==> config.mk <==
export PLATFORM = sky130hd
export DESIGN_NAME = mrs_reset_seq
export DESIGN_NICKNAME = d
export VERILOG_FILES = /design/src/rtl/mrs_pkg.sv /design/src/rtl/mrs_delay_timer.sv /design/src/rtl/mrs_ext_filter.sv /design/src/rtl/mrs_reset_seq.sv
export SDC_FILE = /design/constraint.sdc
export NUM_CORES = 1
export LEC_CHECK = 0
export ABC_AREA = 1
export BUFFER_PORTS_ARGS = -buffer_cell sky130_fd_sc_hd__buf_4
export CAP_MARGIN = 30
export CORE_MARGIN = 1
export CORE_UTILIZATION = 40
export DETAILED_ROUTE_END_ITERATION = 10
export PLACE_DENSITY = 0.76
export SYNTH_ARGS = -nofsm -noshare
export SYNTH_HDL_FRONTEND = slang
export SYNTH_HIERARCHICAL = 1
export SYNTH_SLANG_ARGS = --single-unit
==> constraint.sdc <==
create_clock -name i_clk -period 3.34 [get_ports i_clk]
set_clock_uncertainty 0.2 [all_clocks]
set_input_delay 0.668 -clock i_clk [delete_from_list [all_inputs] [get_ports i_clk]]
set_output_delay 0.668 -clock i_clk [all_outputs]
set_load 0.01 [all_outputs]
==> src/rtl/mrs_pkg.sv <==
// Purpose: shared constants for the reset sequencer
// Assumes: 20 MHz system clock, watchdog oscillator ticks arrive as a strobe
// Notes: delay counts are in watchdog oscillator cycles
package mrs_pkg;
  localparam int CLK_PERIOD_NS = 50;
  localparam int EXT_MIN_NS = 50;
  // least pulse rounds up, never below one cycle
  localparam int EXT_MIN_CYC_RAW = (EXT_MIN_NS + CLK_PERIOD_NS - 1) / CLK_PERIOD_NS;
  localparam int EXT_MIN_CYC = (EXT_MIN_CYC_RAW < 1) ? 1 : EXT_MIN_CYC_RAW;
  localparam int DLY_W = 14;
  localparam logic [DLY_W-1:0] DLY_SHORT = 14'h0400;
  localparam logic [DLY_W-1:0] DLY_LONG = 14'h3FFF;
  localparam logic [DLY_W:0] DLY_LONG_FULL = 15'h4000;
  localparam logic [11:0] RESET_VECTOR = 12'h000;
  localparam logic [7:0] IO_INIT = 8'h00;
  localparam int IO_REGS = 4;
  typedef enum logic [1:0] {
    MRS_HOLD = 2'b00,
    MRS_COUNT = 2'b01,
    MRS_RUN = 2'b10
  } mrs_state_e;
endpackage : mrs_pkg

==> src/rtl/mrs_delay_timer.sv <==
// Purpose: start-up delay counter on watchdog oscillator ticks
// Assumes: i_tick is a one-cycle strobe per watchdog oscillator cycle
// Notes: i_clear restarts the count from zero
`timescale 1ns/100ps
module mrs_delay_timer
  import mrs_pkg::*;
(
  input wire logic i_clk,
  input wire logic i_reset_n,
  input wire logic i_clear,
  input wire logic i_tick,
  input wire logic i_short,
  output logic o_done
);
  logic [DLY_W:0] cnt;
  wire [DLY_W:0] limit = i_short ? {1'b0, DLY_SHORT} : DLY_LONG_FULL;
  always_ff @(posedge i_clk) begin
    if (!i_reset_n || i_clear) begin
      cnt <= '0;
    end else if (i_tick && cnt < limit) begin
      cnt <= cnt + 15'h0001;
    end
  end
  assign o_done = (cnt >= limit);
endmodule : mrs_delay_timer

==> src/rtl/mrs_ext_filter.sv <==
// Purpose: qualifies the external reset pin
// Assumes: pin synchronous to i_clk
// Notes: a low held EXT_MIN_CYC+1 cycles counts as a reset request
`timescale 1ns/100ps
module mrs_ext_filter
  import mrs_pkg::*;
(
  input wire logic i_clk,
  input wire logic i_reset_n,
  input wire logic i_pin_n,
  output logic o_ext_active
);
  logic [3:0] low_cnt;
  wire qualified = (low_cnt >= 4'(EXT_MIN_CYC));
  always_ff @(posedge i_clk) begin
    if (!i_reset_n) begin
      low_cnt <= 4'h0;
    end else if (i_pin_n) begin
      low_cnt <= 4'h0;
    end else if (!qualified) begin
      low_cnt <= low_cnt + 4'h1;
    end
  end
  // level: stays active while the pin is held low
  assign o_ext_active = qualified & ~i_pin_n;
endmodule : mrs_ext_filter

==> src/rtl/mrs_reset_seq.sv <==
// Purpose: combines reset sources and sequences processor start-up
// Assumes: power-on detect, watchdog expiry and enable, and fuse are synchronous levels; the watchdog tick is a strobe
// Notes: i_reset_n models the power domain reset of this logic itself
`timescale 1ns/100ps
module mrs_reset_seq
  import mrs_pkg::*;
(
  input wire logic i_clk,
  input wire logic i_reset_n,
  input wire logic i_power_below_n,
  input wire logic i_ext_reset_n,
  input wire logic i_wdt_expired,
  input wire logic i_wdt_enable,
  input wire logic i_wdt_tick,
  input wire logic i_short_startup_fuse,
  input wire logic i_irq_request,
  input wire logic i_irq_enabled,
  input wire logic [11:0] i_irq_vector,
  output logic o_core_reset,
  output logic o_wdt_pulse,
  output logic o_pc_load,
  output logic [11:0] o_pc_value,
  output logic o_irq_fetch,
  output logic [7:0] o_io_init [IO_REGS]
);
  mrs_state_e state;
  mrs_state_e next_state;
  logic ext_active;
  logic dly_done;
  logic wdt_pulse;
  logic core_reset;

  mrs_ext_filter u_ext (
    .i_clk(i_clk),
    .i_reset_n(i_reset_n),
    .i_pin_n(i_ext_reset_n),
    .o_ext_active(ext_active)
  );

  // watchdog reset fires only when enabled, and lasts one clock
  wire wdt_fire = i_wdt_expired & i_wdt_enable;
  always_ff @(posedge i_clk) begin
    if (!i_reset_n) begin
      wdt_pulse <= 1'b0;
    end else begin
      wdt_pulse <= wdt_fire & ~wdt_pulse;
    end
  end

  // power is low when the active-low detector input reads low
  wire por_active = ~i_power_below_n;
  wire any_source = por_active | ext_active | wdt_pulse;

  mrs_delay_timer u_dly (
    .i_clk(i_clk),
    .i_reset_n(i_reset_n),
    .i_clear(any_source),
    .i_tick(i_wdt_tick),
    .i_short(i_short_startup_fuse),
    .o_done(dly_done)
  );

  always_comb begin
    next_state = state;
    unique case (state)
      MRS_HOLD: begin
        if (!any_source) begin
          next_state = MRS_COUNT;
        end
      end
      MRS_COUNT: begin
        if (any_source) begin
          next_state = MRS_HOLD;
        end else if (dly_done) begin
          next_state = MRS_RUN;
        end
      end
      MRS_RUN: begin
        if (any_source) begin
          next_state = MRS_HOLD;
        end
      end
      default: next_state = MRS_HOLD;
    endcase
  end

  always_ff @(posedge i_clk) begin
    if (!i_reset_n) begin
      state <= MRS_HOLD;
    end else begin
      state <= next_state;
    end
  end

  assign core_reset = (state != MRS_RUN);
  wire release_now = (state == MRS_COUNT) && (next_state == MRS_RUN);
  wire irq_take = i_irq_request & i_irq_enabled;

  always_ff @(posedge i_clk) begin
    if (!i_reset_n) begin
      o_core_reset <= 1'b1;
      o_pc_load <= 1'b0;
      o_pc_value <= RESET_VECTOR;
      o_irq_fetch <= 1'b0;
    end else begin
      o_core_reset <= (next_state != MRS_RUN);
      o_pc_load <= release_now;
      // vector fetch only for an enabled source while running
      o_irq_fetch <= (next_state == MRS_RUN) && irq_take;
      if (release_now || core_reset) begin
        o_pc_value <= RESET_VECTOR;
      end else if (irq_take) begin
        o_pc_value <= i_irq_vector;
      end
    end
  end

  // i/o registers held at initial values throughout reset
  always_ff @(posedge i_clk) begin
    for (int i = 0; i < IO_REGS; i++) begin
      if (!i_reset_n || core_reset) begin
        o_io_init[i] <= IO_INIT;
      end
    end
  end

  assign o_wdt_pulse = wdt_pulse;
endmodule : mrs_reset_seq

==> impl_results.md, run 1 <==
- Maxcap violations: 0
- Detailed-routing iteration count for the pre-antenna-repair pass: 4
- CTS resizes: 0
- Relative contribution of the clock network to total power: 39.3%
- Hold WC Path Type: reg -> reg
- Power per cell area: between 300 and 400 nW/µm²
- Setup repair after global routing missed its margin: false
- Antenna violations before repair: 0
- Share of post-route cells with drive strength above 1: between 10% and 20%
- Maximum level of the CTS H-tree: 2
- Power Internal: roughly 710 µW
- Die area: between 5000 and 6000 µm²
- Cell taking the most area after synthesis: sky130_fd_sc_hd__dfxtp_1
- Buffers added on ports: 37
- Worst endpoint required time: 3.32 ns
- Max clock buf depth: 2
- Remaining Overflow, GRT: 0
- Hold violation count in the final report: 0
- Post-synthesis cell type count: 20
- CTS Root Cell: sky130_fd_sc_hd__clkbuf_8
- Portion of the clock cycle consumed by the worst path in the final layout: around 67%
- CTS buffer count: 5
- Via count: between 1,500 and 2,000
- CP Data Arrival Time: about 2.2 ns
- Post-Syn Area per Cell: slightly below 7 µm²
- Outcome: complete, no violations
- Min-Delay Startpoint: u_ext/low_cnt[3]
- Total setup violations reported at the end of the flow: 0
- Synth async-reset ratio: 0%
- Die outline height: roughly 74 µm
- Area growth from synthesis to layout: 14.2%
- Initial standard-cell utilization of the core: 42.8%
- Pins Over Slew Limit: 0
- Placer's final routability congestion estimate: 0.840
- Final net count: 369
- DRT iter0 DRCs: 99
- Critical path endpoint category: register
- I/O pin count: 70
- Combined area of all synthesized cells: about 2100 µm²
- Worst IR Drop VDD: 0.171 mV
- Sw power: around 230 µW
- Top-count cell post-synth: sky130_fd_sc_hd__nand2_1
- Clk sink count: 37
- Max Clock Freq: about 0.45 GHz
- Tot GR Track Use: 14.8%
- Power share of the combinational group: 12.1%
- Post-CTS setup buffers: 0
- Largest net degree at the start of global routing: 25
- Type of origin of the critical path: input port
- Relative contribution of sequential cells to total power: 48.6%
- Final Critical Period: about 2.2 ns
- Worst reg2reg path startpoint: u_dly/cnt[14]
- Ranking of synthesized cells by area: sky130_fd_sc_hd__dfxtp_1 35%, sky130_fd_sc_hd__nand2_1 14%, sky130_fd_sc_hd__buf_4 12%, sky130_fd_sc_hd__nor2_1 8.4%, sky130_fd_sc_hd__inv_1 6.3%
- Register bit count reported by yosys: 37
- Synth top area share: a little over a third
- Via count of the first global-routing pass: about 1,600
- Ys flop type: sky130_fd_sc_hd__dfxtp_1
- Aggregate routed wire length: between 3 and 4 mm
- Static power due to leakage: 1.09 nW
- Total number of placement rows: 25
- CTS tree: done
- Total negative slack: 0 ns
- Yosys warnings: 6
- Mean routed wirelength per cell: between 9 and 10 µm
- Worst Hold Slack: 0.240 ns
- Non-filler cells, final: 407
- Number of antenna-violating nets in the routed design: 0
- Portion of the post-synthesis area used by sequential elements: 35.4%
- Vias per cell: 4.36
- Remaining DRCs: 0
- Worst skew pair latency: 0.29 ns
- Number of placed instances, taps included: 400
- Number of buffers inserted by hold repair at cts: 0
- Ranking of synthesized cells by instance count: 78 x sky130_fd_sc_hd__nand2_1, 47 x sky130_fd_sc_hd__nor2_1, 37 x sky130_fd_sc_hd__dfxtp_1
- Count of fill cells added during filler insertion: slightly above 500
- Overall die width: 74.3 µm
- Number of enable-type register cells in the synthesized netlist: 0
- Worst Setup Path Type: in -> reg
- Diode count: 0
- CORE AREA: 4880 µm²
- Clock transition at the registers of the reported paths: about 0.07 ns
- Cells after synthesis: roughly 300
- First-pass GRT wire length: between 6 and 7 mm
- Worst Setup SP: i_short_startup_fuse
- Maximum net fanout on the critical path: 24
- Dpl hpwl: 2.86 mm
- Sw Share: 24.3%
==> cells by family (layout without fill, tap and decap cells) <==
logic type	after synthesis	in the layout	share of synthesized area, %
and+or+nand+nor	158	158	31.7
AOI/OAI and AO/OA	25	25	7.96
DFF	37	37	35.4
other	1	32	0.179
buffers and inverters	74	81	20.5
adders and majority gates	7	7	4.19
==> layout make-up <==
type / count / area [µm²] / area share, %
Inverter: 36 / 135 / 5.66
Timing Repair Buffer: 38 / 285 / 12.0
Clock inverter: 2 / 35.0 / 1.47
Clock buffer: 5 / 68.8 / 2.88
Sequential cell: 37 / 741 / 31.0
Tap cell: 67 / 83.8 / 3.51
Multi-Input combinational cell: 222 / 1040 / 43.5
==> worst max-delay path, stage by stage <==
cell and delay (ns):
sky130_fd_sc_hd__buf_4 0.11, sky130_fd_sc_hd__ha_1 0.32, sky130_fd_sc_hd__a21oi_1 0.16, sky130_fd_sc_hd__nand2_1 0.10, sky130_fd_sc_hd__nor2_4 0.40, sky130_fd_sc_hd__nand2_1 0.14
sky130_fd_sc_hd__nand3_1 0.12, sky130_fd_sc_hd__nand2_1 0.06, sky130_fd_sc_hd__nand2_1 0.10, sky130_fd_sc_hd__nor2_1 0.04
==> flip-flops by register name, indices dropped and copies added (netlist names) <==
register and flops:
o_core_reset 1, o_irq_fetch 1, state 2, o_pc_value 12, o_pc_load 1, u_ext/low_cnt 4, u_dly/cnt 15, o_wdt_pulse 1
==> metrics by stage <==
step / utilization [%] / area (µm²) / power [mW] / worst slack, ns
global placement: 46.8 / 2280 / 0.573 / 0.878
floorplan: - / 2210 / 0.572 / 1.21
finish: 48.9 / 2390 / 0.934 / 1.10
global route: 48.9 / 2390 / 0.979 / 0.935
CTS: 48.9 / 2390 / 0.942 / 1.12
detailed placement: 46.8 / 2280 / 0.576 / 0.804
==> layout by cell type, fill, tap and decap left out <==
cell	Yosys	layout
sky130_fd_sc_hd__clkbuf_8	0	5
sky130_fd_sc_hd__a21oi_1	14	14
sky130_fd_sc_hd__nor2_1	47	47
sky130_fd_sc_hd__bufinv_16	0	1
sky130_fd_sc_hd__nor3_1	4	4
sky130_fd_sc_hd__dfxtp_1	37	37
sky130_fd_sc_hd__ha_1	7	7
sky130_fd_sc_hd__buf_4	34	38
sky130_fd_sc_hd__inv_1	35	35
sky130_fd_sc_hd__nand3_2	1	1
sky130_fd_sc_hd__nand3_1	17	17
sky130_fd_sc_hd__clkinv_2	0	1
sky130_fd_sc_hd__nand2_1	78	78
sky130_fd_sc_hd__inv_2	1	1
sky130_fd_sc_hd__nand2_2	2	2
sky130_fd_sc_hd__nand4_1	2	2
sky130_fd_sc_hd__conb_1	1	32
sky130_fd_sc_hd__nor4_1	1	1
sky130_fd_sc_hd__nor2_2	4	4
sky130_fd_sc_hd__a21oi_2	11	11
sky130_fd_sc_hd__nor2_4	2	2
==> final timing paths <==
check / cells after the start / to / slack, ns
min: 2 / u_ext/low_cnt[3] / 0.24
max reg2reg: 9 / o_irq_fetch / 1.27
max: 10 / o_irq_fetch / 1.10
min reg2reg: 2 / u_ext/low_cnt[3] / 0.24
==> metal layers <==
layer  vias to the layer above  GRT usage [%]  share of wire [%]
met5                         -              0                  0
met4                         0           6.08                1.6
met3                         6           4.20                4.5
met2                        46           26.3                 51
met1                       789           16.6                 43
li1                        935              -                  -
==> power by group through the flow <==
| stage | logic [mW] | clock network [mW] | registers [mW] |
|---|---|---|---|
| floorplan | 0.110 | 0 | 0.463 |
| global placement | 0.110 | 0 | 0.463 |
| detailed placement | 0.112 | 0 | 0.464 |
| CTS | 0.113 | 0.376 | 0.453 |
| global route | 0.129 | 0.396 | 0.454 |
| finish | 0.113 | 0.367 | 0.454 |
Note: power is estimated with default switching activity, not from simulation.
==> run 2: changes to the inputs <==
Clock period 3.34 ns to 2.3 ns, I/O delays scaled along.
==> run 2 against run 1 <==
  * Non-clock buffer count is 1 higher
  * Sequential share of layout area is 0.53 points lower
  * First-iteration DRC count is 8.1% lower
  * Global-route usage is 0.35 points lower
  * Power is 62% higher
  * Largest cell class unchanged
==> impl_results.md, run 2 (synthesis results as in run 1) <==
- Power share of the combinational group: between 10 and 15%
- Die outline height: about 74 µm
- Antenna violations before repair: 0
- Tot GR Track Use: 14.4%
- Clock transition at the registers of the reported paths: about 0.080 ns
- Worst Setup Path Type: reg -> reg
- Most common cell after layout, fill and taps aside: sky130_fd_sc_hd__nand2_1
- Share of post-route cells with drive strength above 1: around a fifth
- CTS buffer count: 5
- Sw power: 361 µW
- Outcome: complete, no violations
- Via count of the first global-routing pass: 1,479
- Dpl hpwl: 2.87 mm
- Worst reg2reg path startpoint: u_dly/cnt[14]
- Detailed-routing iteration count for the pre-antenna-repair pass: 4
- Maximum level of the CTS H-tree: 2
- First-pass GRT wire length: 6.20 mm
- Commonest cells after routing, fill and taps aside: 78 x sky130_fd_sc_hd__nand2_1, 47 x sky130_fd_sc_hd__nor2_1, 39 x sky130_fd_sc_hd__buf_4
- Worst Hold Slack: 0.210 ns
- Hold violation count in the final report: 0
- DRT iter0 DRCs: 91
- Maximum net fanout on the critical path: 13
- CTS tree: done
- Largest net degree at the start of global routing: 16
- Number of buffers inserted by hold repair at cts: 0
- Initial standard-cell utilization of the core: 42.8%
- Leading registers by flop count: u_dly/cnt x15, o_pc_value x12, u_ext/low_cnt x4
- Buffers added on ports: 37
- Clk sink count: 37
- Remaining DRCs: 0
- Area growth from synthesis to layout: 16.2%
- Remaining Overflow, GRT: 0
- Number of antenna-violating nets in the routed design: 0
- Endpoint of the lowest-slack register-to-register path: u_dly/cnt[3]
- Overall die width: 74.3 µm
- Total setup violations reported at the end of the flow: 0
- Largest register by flop count: u_dly/cnt
- Power per cell area: 622 nW/µm²
- Aggregate routed wire length: 3.85 mm
- Final net count: 370
- Final Critical Period: around 1.9 ns
- Type of origin of the critical path: register
- Die area: about 5500 µm²
- Total negative slack: 0 ns
- Post-CTS setup buffers: 0
- Setup repair after global routing missed its margin: false
- Maxcap violations: 0
- Static power due to leakage: 1.11 nW
- Max Clock Freq: approximately 0.53 GHz
- Worst Hold Path EP: o_wdt_pulse
- I/O pin count: 70
- Number of cells on the worst hold path: 3
- CORE AREA: 4880 µm²
- Worst endpoint required time: 2.29 ns
- Mean routed wirelength per cell: 9.42 µm
- Vias per cell: 4.44
- Relative contribution of sequential cells to total power: 43.6%
- Diode count: 0
- Cells on worst reg2reg path: 8
- CP Data Arrival Time: 1.89 ns
- CTS resizes: 0
- Total power: 1.51 mW
- Flip-flop count of the largest register, all copies and words added: 15
- Power Internal: 1.15 mW
- Portion of the clock cycle consumed by the worst path in the final layout: 82.8%
- Relative contribution of the clock network to total power: 45.4%
- Worst skew pair latency: 0.29 ns
- Worst IR Drop VDD: 0.291 mV
- Sw Share: a little under a quarter
- Max clock buf depth: 2
- Via count: 1,815
- Critical path endpoint category: register
- CTS Root Cell: sky130_fd_sc_hd__clkbuf_8
- Worst setup slack for register-to-register paths: about 0.40 ns
- Hold WC Path Type: in -> reg
- Min-Delay Startpoint: i_wdt_enable
- Total number of placement rows: 25
- Pins Over Slew Limit: 0
- Placer's final routability congestion estimate: 0.922
[run 2: power groups by stage]
| stage | clock network [mW] | registers [mW] | logic [mW] |
|---|---|---|---|
| detailed placement | 0 | 0.673 | 0.165 |
| floorplan | 0 | 0.672 | 0.159 |
| global route | 0.729 | 0.660 | 0.190 |
| finish | 0.686 | 0.658 | 0.165 |
| global placement | 0 | 0.673 | 0.162 |
| CTS | 0.707 | 0.658 | 0.165 |
[run 2: critical path, cell delays in order, from the launching register on]
cell                      delay [ns]
sky130_fd_sc_hd__dfxtp_1        0.34
sky130_fd_sc_hd__ha_1           0.30
sky130_fd_sc_hd__a21oi_1        0.15
sky130_fd_sc_hd__nand2_1        0.10
sky130_fd_sc_hd__nor2_4         0.25
sky130_fd_sc_hd__buf_4          0.25
sky130_fd_sc_hd__nand2_1        0.08
sky130_fd_sc_hd__nor2_1         0.09
sky130_fd_sc_hd__nor2_1         0.05
[run 2: area by class of cell]
type	count	area (µm²)
clock buffers	5	68.8
clock inverters	3	68.8
fillers	497	2450
inverters	36	135
multi-input cells	222	1040
flip-flops and latches	37	741
well taps	67	83.8
repair buffers	39	293
[run 2: per-layer routing]
layer | part of all wire, % | vias up | routed length (µm) | GRT usage (%)
met3 | 4.5 | 8 | 175 | 4.34
met5 | 0 | - | 0 | 0
met4 | 1.3 | 0 | 51 | 5.24
met1 | 44 | 821 | 1710 | 17.5
li1 | - | 939 | - | -
met2 | 50 | 47 | 1920 | 24.3
[run 2: worst max path at each step]
stage	startpoint	slack, ns	cells past startpoint	to
finish	u_dly/cnt[14]	0.40	8	u_dly/cnt[3]
global route	u_dly/cnt[14]	0.26	9	u_dly/cnt[3]
CTS	u_dly/cnt[14]	0.40	9	o_irq_fetch
detailed placement	i_short_startup_fuse	0.14	10	o_irq_fetch
global placement	i_short_startup_fuse	0.20	10	o_irq_fetch
floorplan	i_short_startup_fuse	0.38	10	o_irq_fetch
[run 2: per-stage QoR]
step                      util, %  instance area [µm²]  setup WS [ns]  std cells
final                        49.7                 2430          0.396        409
after global placement       46.9                 2290          0.200        401
after detailed placement     46.9                 2290          0.135        401
after CTS                    49.7                 2430          0.402        409
after global routing         49.7                 2430          0.255        409
after floorplan                 -                 2210          0.376        333
